===== config.mk =====
export PLATFORM = sky130hd
export DESIGN_NAME = acd_device_flat
export DESIGN_NICKNAME = d
export VERILOG_FILES = /design/src/inc/acd_pkg.sv /design/src/inc/acd_if.sv /design/src/hw/acd_device.sv /design/src/flat_wrapper.sv
export VERILOG_INCLUDE_DIRS = /design/src /design/src/inc
export SDC_FILE = /design/constraint.sdc
export NUM_CORES = 1
export LEC_CHECK = 0
export BUFFER_PORTS_ARGS = -buffer_cell sky130_fd_sc_hd__clkbuf_2
export CAP_MARGIN = 20
export CORE_UTILIZATION = 55
export DETAILED_ROUTE_END_ITERATION = 8
export PLACE_DENSITY = 0.81
export SYNTH_ARGS = -nofsm -noshare
export SYNTH_HDL_FRONTEND = slang
export SYNTH_SLANG_ARGS = --single-unit

===== constraint.sdc =====
create_clock -name ref_clk -period 3.6 [get_ports ref_clk]
set_clock_uncertainty 0.2 [all_clocks]
set_input_delay 0.18 -clock ref_clk [delete_from_list [all_inputs] [get_ports ref_clk]]
set_output_delay 0.18 -clock ref_clk [all_outputs]
set_load 0.03 [all_outputs]

===== src/inc/acd_params.svh =====
// Purpose: Offsets, field positions, reset values and timing counts for the converter control.
// Assumes: Included by bare name; definitions only.
// Notes: Register indices sit on word boundaries of the local register port.
`ifndef ACD_PARAMS_SVH
`define ACD_PARAMS_SVH
`define ACD_NUM_LINES 4
`define ACD_DIV_LSB 0
`define ACD_DIV_MSB 3
`define ACD_CTL2_RESET 16'h0000
`define ACD_ADDR_FLAG 8'h00
`define ACD_ADDR_CLR 8'h04
`define ACD_ADDR_OVF 8'h08
`define ACD_ADDR_CONT 8'h0c
`define ACD_ADDR_CTL2 8'h10
`define ACD_ADDR_RESULT 8'h14
`define ACD_ADDR_LATE 8'h18
`define ACD_ADDR_STAT 8'h40
`define ACD_ADDR_MASK 8'h44
`define ACD_ADDR_CMD 8'h48
`define ACD_ADDR_ORDER 8'h4c
`define ACD_ADDR_RD 8'h50
`define ACD_LAT_DELAY_LONG 3'd3
`define ACD_LAT_DELAY_SHORT 3'd1
`define ACD_LATE_DIV_LIMIT 4'h2
`define ACD_SAMPLE_CYCLES 6'd20
`endif


===== src/inc/acd_pkg.sv =====
// Purpose: Types shared by both ends of the converter control link.
// Assumes: Used together with acd_params.svh.
// Notes: Register port is a simple single-cycle strobe port.
package acd_pkg;
	typedef logic [7:0] acd_addr_t;
	typedef logic [15:0] acd_data_t;
	typedef enum logic [1:0] {ACD_ST_IDLE, ACD_ST_ADDR, ACD_ST_DATA} acd_bus_state_t;
	typedef enum logic [1:0] {ACD_RD_IDLE, ACD_RD_DUMMY, ACD_RD_RESULT} acd_rd_state_t;
endpackage : acd_pkg


===== src/inc/acd_if.sv =====
// Purpose: Link between the converter control device and the reading controller.
// Assumes: One clock, ref_clk, shared by both ends.
// Notes: Reads answer in the cycle after the strobe.
`timescale 1ns/1ns
interface acd_if;
	logic [3:0] conversion_interrupt;
	logic wr_en;
	logic rd_en;
	logic [7:0] addr;
	logic [15:0] wdata;
	logic [15:0] rdata;
	logic rvalid;
	modport device (output conversion_interrupt, input wr_en, input rd_en, input addr,
		input wdata, output rdata, output rvalid);
	modport reader (input conversion_interrupt, output wr_en, output rd_en, output addr,
		output wdata, input rdata, input rvalid);
endinterface : acd_if


===== src/hw/acd_device.sv =====
// Purpose: Interrupt flags, overflow, clock divider and result latch of the converter.
// Assumes: Register port strobes are synchronous to ref_clk and single cycle.
// Notes: The converter clock is a scaled model of the divider, one base step per ref_clk.
`timescale 1ns/1ns
`include "acd_params.svh"
module acd_device (
	// Clock and reset.
	input wire logic ref_clk,
	input wire logic rst_n,
	input wire logic clk_en,
	// Converter side.
	input wire logic [3:0] eoc_event,
	input wire logic [11:0] sample_data,
	output logic converter_clock,
	// Link to the reader.
	acd_if.device link
);
	import acd_pkg::*;

	// Per-line interrupt state.
	logic [3:0] conversion_interrupt_flag;
	logic [3:0] interrupt_overflow_flag;
	logic [3:0] continue_interrupt_bit;
	logic [3:0] int_fire;
	logic [3:0] clr_mask;
	logic clr_write;
	// Control registers.
	logic [15:0] converter_control_second;
	logic late_mode;
	// Result path.
	logic [15:0] conversion_result_reg;
	logic [11:0] pend_data;
	logic [2:0] lat_cnt;
	// Divider.
	logic [3:0] div_code;
	logic [4:0] phase;
	logic [4:0] period_last;
	logic [4:0] high_len;

	// The divider code is the low field of the second control register.
	assign div_code = converter_control_second[`ACD_DIV_MSB:`ACD_DIV_LSB];
	// Only ones in a clear write act; zeros leave their lines alone.
	assign clr_write = link.wr_en && link.addr == `ACD_ADDR_CLR;
	assign clr_mask = clr_write ? link.wdata[3:0] : 4'h0;

	// An event fires an interrupt unless a non-continue line already holds its flag.
	// The decision looks at the flag as it stands before this edge, so a flag that
	// is being cleared on this very edge still blocks the event that meets it.
	genvar gi;
	generate
		for (gi = 0; gi < `ACD_NUM_LINES; gi++) begin : g_line
			assign int_fire[gi] = eoc_event[gi] &&
				(continue_interrupt_bit[gi] || !conversion_interrupt_flag[gi]);
			// Set beats a coincident clear, so the flag stays up; software that
			// races a conversion must read overflow and clear a second time.
			always_ff @(posedge ref_clk or negedge rst_n) begin
				if (!rst_n) begin
					conversion_interrupt_flag[gi] <= 1'b0;
				end else if (clk_en) begin
					if (eoc_event[gi]) begin
						conversion_interrupt_flag[gi] <= 1'b1;
					end else if (clr_mask[gi]) begin
						conversion_interrupt_flag[gi] <= 1'b0;
					end
				end
			end
			// Overflow marks an event that met a raised flag; on a non-continue line that is a lost interrupt.
			// It clears with the flag, and an event on the clear edge wins here too.
			always_ff @(posedge ref_clk or negedge rst_n) begin
				if (!rst_n) begin
					interrupt_overflow_flag[gi] <= 1'b0;
				end else if (clk_en) begin
					if (eoc_event[gi] && conversion_interrupt_flag[gi]) begin
						interrupt_overflow_flag[gi] <= 1'b1;
					end else if (clr_mask[gi]) begin
						interrupt_overflow_flag[gi] <= 1'b0;
					end
				end
			end
		end
	endgenerate

	// Interrupt pulses go out registered, one cycle per accepted event.
	// The pulse leaves on the same edge that raises the flag, so a reader that
	// polls the flag and one that waits for the pulse see the event together.
	always_ff @(posedge ref_clk or negedge rst_n) begin
		if (!rst_n) begin
			link.conversion_interrupt <= 4'h0;
		end else if (clk_en) begin
			link.conversion_interrupt <= int_fire;
		end
	end

	// Control registers written by the reader.
	// Writes land on the strobe edge; a read in the next cycle already shows them.
	always_ff @(posedge ref_clk or negedge rst_n) begin
		if (!rst_n) begin
			continue_interrupt_bit <= 4'h0;
			converter_control_second <= `ACD_CTL2_RESET;
			late_mode <= 1'b0;
		end else if (clk_en && link.wr_en) begin
			case (link.addr)
				`ACD_ADDR_CONT: continue_interrupt_bit <= link.wdata[3:0];
				`ACD_ADDR_CTL2: converter_control_second <= link.wdata;
				`ACD_ADDR_LATE: late_mode <= link.wdata[0];
				default: ;
			endcase
		end
	end

	// The converter clock period is the code plus two ref_clk cycles, so against a
	// base period of two cycles the ratio is (code+2)/2: 1.0, 1.5, 2.0, 2.5 and on.
	// Odd codes give an uneven duty cycle, which is why they degrade conversions.
	// The rising edge starts each period; the falling edge sits at its middle.
	assign period_last = 5'(div_code) + 5'd1;
	assign high_len = (5'(div_code) + 5'd2) >> 1;
	// A new code acts at once: a phase past the new period wraps on the next edge.
	always_ff @(posedge ref_clk or negedge rst_n) begin
		if (!rst_n) begin
			phase <= 5'd0;
			converter_clock <= 1'b0;
		end else if (clk_en) begin
			if (phase >= period_last) begin
				phase <= 5'd0;
				converter_clock <= 1'b1;
			end else begin
				phase <= phase + 5'd1;
				if (phase + 5'd1 == high_len) begin
					converter_clock <= 1'b0;
				end
			end
		end
	end

	// Sample data is held from the event until the latch point.
	// A new event simply replaces it; a conversion that is still pending is lost.
	always_ff @(posedge ref_clk or negedge rst_n) begin
		if (!rst_n) begin
			pend_data <= 12'h000;
		end else if (clk_en && |eoc_event) begin
			pend_data <= sample_data;
		end
	end

	// Result latches after the interrupt; in late mode with a slow divider the
	// pulse leads the latch by three cycles, so an immediate read sees the
	// previous value, while a read that waits past one dummy access is current.
	// A quick latch otherwise keeps interrupt handlers and polling loops safe.
	always_ff @(posedge ref_clk or negedge rst_n) begin
		if (!rst_n) begin
			lat_cnt <= 3'd0;
			conversion_result_reg <= 16'h0000;
		end else if (clk_en) begin
			if (|eoc_event) begin
				if (late_mode && div_code > `ACD_LATE_DIV_LIMIT) begin
					lat_cnt <= `ACD_LAT_DELAY_LONG;
				end else begin
					lat_cnt <= `ACD_LAT_DELAY_SHORT;
				end
			end else if (lat_cnt != 3'd0) begin
				lat_cnt <= lat_cnt - 3'd1;
				if (lat_cnt == 3'd1) begin
					conversion_result_reg <= {4'h0, pend_data};
				end
			end
		end
	end

	// Read data is registered and valid one cycle after the strobe; clear reads zero.
	// Data is loaded only on a read strobe, so it stands until the next read and a
	// reader may take it late without seeing a later address leak in.
	always_ff @(posedge ref_clk or negedge rst_n) begin
		if (!rst_n) begin
			link.rdata <= 16'h0000;
			link.rvalid <= 1'b0;
		end else if (clk_en) begin
			link.rvalid <= link.rd_en;
			if (link.rd_en) begin
				case (link.addr)
					`ACD_ADDR_FLAG: link.rdata <= {12'h000, conversion_interrupt_flag};
					`ACD_ADDR_OVF: link.rdata <= {12'h000, interrupt_overflow_flag};
					`ACD_ADDR_CONT: link.rdata <= {12'h000, continue_interrupt_bit};
					`ACD_ADDR_CTL2: link.rdata <= converter_control_second;
					`ACD_ADDR_RESULT: link.rdata <= conversion_result_reg;
					`ACD_ADDR_LATE: link.rdata <= {15'h0000, late_mode};
					default: link.rdata <= 16'h0000;
				endcase
			end
		end
	end
endmodule : acd_device


===== src/flat_wrapper.sv =====
// flat-port wrapper written by rule: the top's interface ports become plain ports
module acd_device_flat import acd_pkg::*;
  (ref_clk, rst_n, clk_en, eoc_event, sample_data, converter_clock, link_conversion_interrupt, link_wr_en, link_rd_en, link_addr, link_wdata, link_rdata, link_rvalid);
  acd_if link_i ();
  input wire logic ref_clk;
  input wire logic rst_n;
  input wire logic clk_en;
  input wire logic [3:0] eoc_event;
  input wire logic [11:0] sample_data;
  output logic converter_clock;
  output wire logic [$bits(link_i.conversion_interrupt)-1:0] link_conversion_interrupt;
  input wire logic [$bits(link_i.wr_en)-1:0] link_wr_en;
  input wire logic [$bits(link_i.rd_en)-1:0] link_rd_en;
  input wire logic [$bits(link_i.addr)-1:0] link_addr;
  input wire logic [$bits(link_i.wdata)-1:0] link_wdata;
  output wire logic [$bits(link_i.rdata)-1:0] link_rdata;
  output wire logic [$bits(link_i.rvalid)-1:0] link_rvalid;
  assign link_conversion_interrupt = link_i.conversion_interrupt;
  assign link_i.wr_en = link_wr_en;
  assign link_i.rd_en = link_rd_en;
  assign link_i.addr = link_addr;
  assign link_i.wdata = link_wdata;
  assign link_rdata = link_i.rdata;
  assign link_rvalid = link_i.rvalid;
  acd_device u_core (.ref_clk(ref_clk), .rst_n(rst_n), .clk_en(clk_en), .eoc_event(eoc_event), .sample_data(sample_data), .converter_clock(converter_clock), .link(link_i));
endmodule

==> qor.csv <==
metric,value,unit
total number of vias,2957,
clock network power share,27.6,%
# port buffers,66,
htree depth,3,
routability cong.,0.823,
"flops & latches, synth",83,
syn_area_per_cell,11.6,sq um
clock latency on the worst-skew pair,0.35,ns
Seq pwr share,52.2,%
largest family of logic cells by synthesized area,multiplexers,
drt drc,0,
WS Path Type,reg2reg,
Core Box Area,6870,sq um
Post-Synthesis Cell Area,3970,sq um
type of destination of the critical path,register,
DR pass1 iterations,4,
Cells after Synth,342,
Layout Nets,497,
GRT Resource Usage Total,25.7,%
vias in the first global route,3004,
I/O pins,67,
Starting Density,57.8,%
CP max FO,8,
Worst setup SP type,register,
Internal,1.50,mW
Synth Area in XOR/XNOR,1.98,%
syn_nets,399,
largest net degree at the start of global routing,84,
share of cells above drive strength 1,29.3,%
die width,87.0,um
Top Registers,"u_core.converter_control_second (16), u_core.link.rdata (16)",
Fin. Hold Viols,0,
combinational share of power,20.2,%
Final TNS setup,0,ns
P_sw,0.615,mW
register area share after synthesis,52.3,%
Max Buffers Root-to-Sink,2,
Synth Area in Adders,3.78,%
Iteration-0 DRC Markers,181,
Detailed Place HPWL,5900,um
Sw Share,29.0,%
row count,30,
number of synthesized flops with an enable pin,0,
Fmax achieved,410,MHz
first-pass GRT wire length,14600,um
RSZ-0062 raised after global routing,false,
Max Cap Violations,0,
antenna violations before repair,0,
Slew @ Worst Pin,0.827,ns
Async SR Flop Fraction,100,%
die height,87.0,um
CTS tree,built,
"Area growth, synth to finish",23.2,%
Synthesis Warnings,0,
fin crit period,2.44,ns
worst min-delay path category,in2reg,
# setup viols final,0,
WHS,0.0233,ns
multi-input logic area,1740,sq um
WP data required,3.65,ns
die footprint,7570,sq um
routed vias/inst,5.48,
post_cts resized,0,
peak supply drop,0.237,mV
pwr dens,433,nW/um^2
Yosys cell types,43,
n_diodes,0,
clk slew on worst S/H paths,0.08,ns
Num CTS Buffers,9,
complex-gate fraction of the synthesized area,12.3,%
drt wl/cell,16.3,um
Static Leak,2.37,nW
Worst slew margin,44.6,%
register area,2080,sq um
worst path arrival time,2.48,ns
status,finished clean,
mux share of post-synthesis cell area,15.6,%
"antenna viol nets, final",0,
final WL,8800,um
Fillers,478,
Tcrit/Tclk final,67.7,%
post-synthesis simple-gate area fraction,10.2,%
global route total overflow,0,
Clock Sinks,83,
final max-slew violation count,0,
top_reg_cell synth,dfrtp_1,
CTS root buf,clkbuf_8,
power by group through the flow:
| stage | Clock (mW) | Combinational (mW) | Sequential (mW) |
|---|---|---|---|
| final | 0.585 | 0.427 | 1.11 |
| after global routing | 0.636 | 0.482 | 1.12 |
| after floorplan | 0 | 0.274 | 1.10 |
| after CTS | 0.599 | 0.425 | 1.10 |
| after global placement | 0 | 0.373 | 1.11 |
| after detailed placement | 0 | 0.394 | 1.12 |
per-layer routing:
| metal | global-route usage (%) | vias up | wire (um) |
|---|---|---|---|
| met5 | 0 | - | 0 |
| met4 | 12.9 | 0 | 240 |
| met3 | 3.79 | 21 | 304 |
| met2 | 45.0 | 76 | 4470 |
| met1 | 31.1 | 1453 | 3780 |
| li1 | - | 1407 | - |
logic make-up (layout without fill, tap and decap cells):
logic type	after synthesis	in the layout
AO/OA/AOI/OAI	77	77
XOR/XNOR	9	9
adder cells (fa/ha/maj)	12	12
buffers and inverters	33	135
flip-flops	83	83
multiplexers	52	52
AND/OR/NAND/NOR	76	76
final timing paths:
check / end / start / depth (start not counted) / slack (ns)
setup reg to reg: u_core.phase[4]$_DFFE_PN0P_ / u_core.converter_control_second[1]$_DFFE_PN0P_ / 8 / 1.16
min in group asynchronous: u_core.link.conversion_interrupt[0]$_DFFE_PN0P_ / rst_n / 3 / 0.52
max in group asynchronous: u_core.continue_interrupt_bit[2]$_DFFE_PN0P_ / rst_n / 4 / 2.11
setup / recovery: u_core.phase[4]$_DFFE_PN0P_ / u_core.converter_control_second[1]$_DFFE_PN0P_ / 8 / 1.16
hold / removal: u_core.link.rdata[0]$_DFFE_PN0P_ / link_addr[1] / 4 / 0.02
hold reg to reg: u_core.link.rdata[13]$_DFFE_PN0P_ / u_core.link.rdata[13]$_DFFE_PN0P_ / 2 / 0.28
layout make-up:
type | instances | area share (%)
multi-input cells | 226 | 35.6
flip-flops and latches | 83 | 42.4
clock inverters | 5 | 0.613
inverters | 16 | 1.23
repair buffers | 104 | 14.8
well taps | 96 | 2.45
clock buffers | 10 | 2.81
through the flow:
step / cell area [sq um] / instances / power, mW / util [%] / setup WS (ns)
2_1_floorplan: 3970 / 342 / 1.38 / - / 1.46
3_3_place_gp: 4350 / 489 / 1.49 / 63.3 / 1.32
3_5_place_dp: 4350 / 489 / 1.51 / 63.3 / 1.22
4_1_cts: 4860 / 538 / 2.13 / 70.7 / 1.19
5_1_grt: 4890 / 540 / 2.24 / 71.3 / 0.987
6_report: 4890 / 540 / 2.12 / 71.3 / 1.16
synthesized netlist by cell type (2+ instances only):
library cell,instances,area share [%]
dfrtp_1,83,52
nand2_1,39,3.7
o21ai_0,35,4.4
mux2_2,30,8.5
inv_1,16,1.5
ha_1,12,3.8
a22oi_1,11,2.1
mux2_4,10,3.8
nand3_1,9,1.1
clkbuf_1,8,0.76
mux2_1,8,2.3
a22o_1,7,1.5
nor2_1,6,0.57
o211ai_1,6,1.1
xnor2_1,6,1.3
a21oi_1,5,0.63
a32o_1,4,1.0
buf_2,4,0.50
mux2i_1,4,1.0
a21o_1,3,0.57
nand2b_1,3,0.47
nand3b_1,3,0.57
nor3_1,3,0.38
xor2_1,3,0.66
a31oi_1,2,0.31
buf_4,2,0.38
buf_6,2,0.57
nor3_4,2,0.82
o22ai_1,2,0.31
placed cells by master, fill, tap and decap left out, drive strengths merged, types with 2 or more instances in the layout:
| cell type | netlist | layout |
|---|---|---|
| o21ai | 36 | 36 |
| buf | 9 | 4 |
| nand2b | 3 | 3 |
| a21oi | 5 | 5 |
| mux2i | 4 | 4 |
| xor2 | 3 | 3 |
| ha | 12 | 12 |
| o211ai | 6 | 6 |
| a22o | 7 | 7 |
| nor3 | 6 | 6 |
| mux2 | 48 | 48 |
| inv | 16 | 16 |
| xnor2 | 6 | 6 |
| clkinvlp | 0 | 2 |
| dlygate4sd3 | 0 | 35 |
| a22oi | 11 | 11 |
| a32o | 4 | 4 |
| nand3 | 10 | 10 |
| a31oi | 2 | 2 |
| nand2 | 40 | 40 |
| nor2 | 6 | 6 |
| a21o | 3 | 3 |
| o22ai | 2 | 2 |
| clkbuf | 8 | 75 |
| dfrtp | 83 | 83 |
| nand3b | 3 | 3 |
| clkinv | 0 | 3 |
timing repair:
item / CTS / global route
endpoints found under the hold margin: 126 / 5
hold buffers: 34 / 1
buffers inserted: 0 / 0
critical path, stage by stage, from the launching register on:
cell	delay (ns)
dfrtp_1	0.47
ha_1	0.24
xnor2_1	0.14
ha_1	0.32
a21o_1	0.12
a31oi_1	0.04
o21ai_1	0.43
o21ai_0	0.17
a21o_1	0.20
No activity file was read; power rests on OpenSTA's default activity.
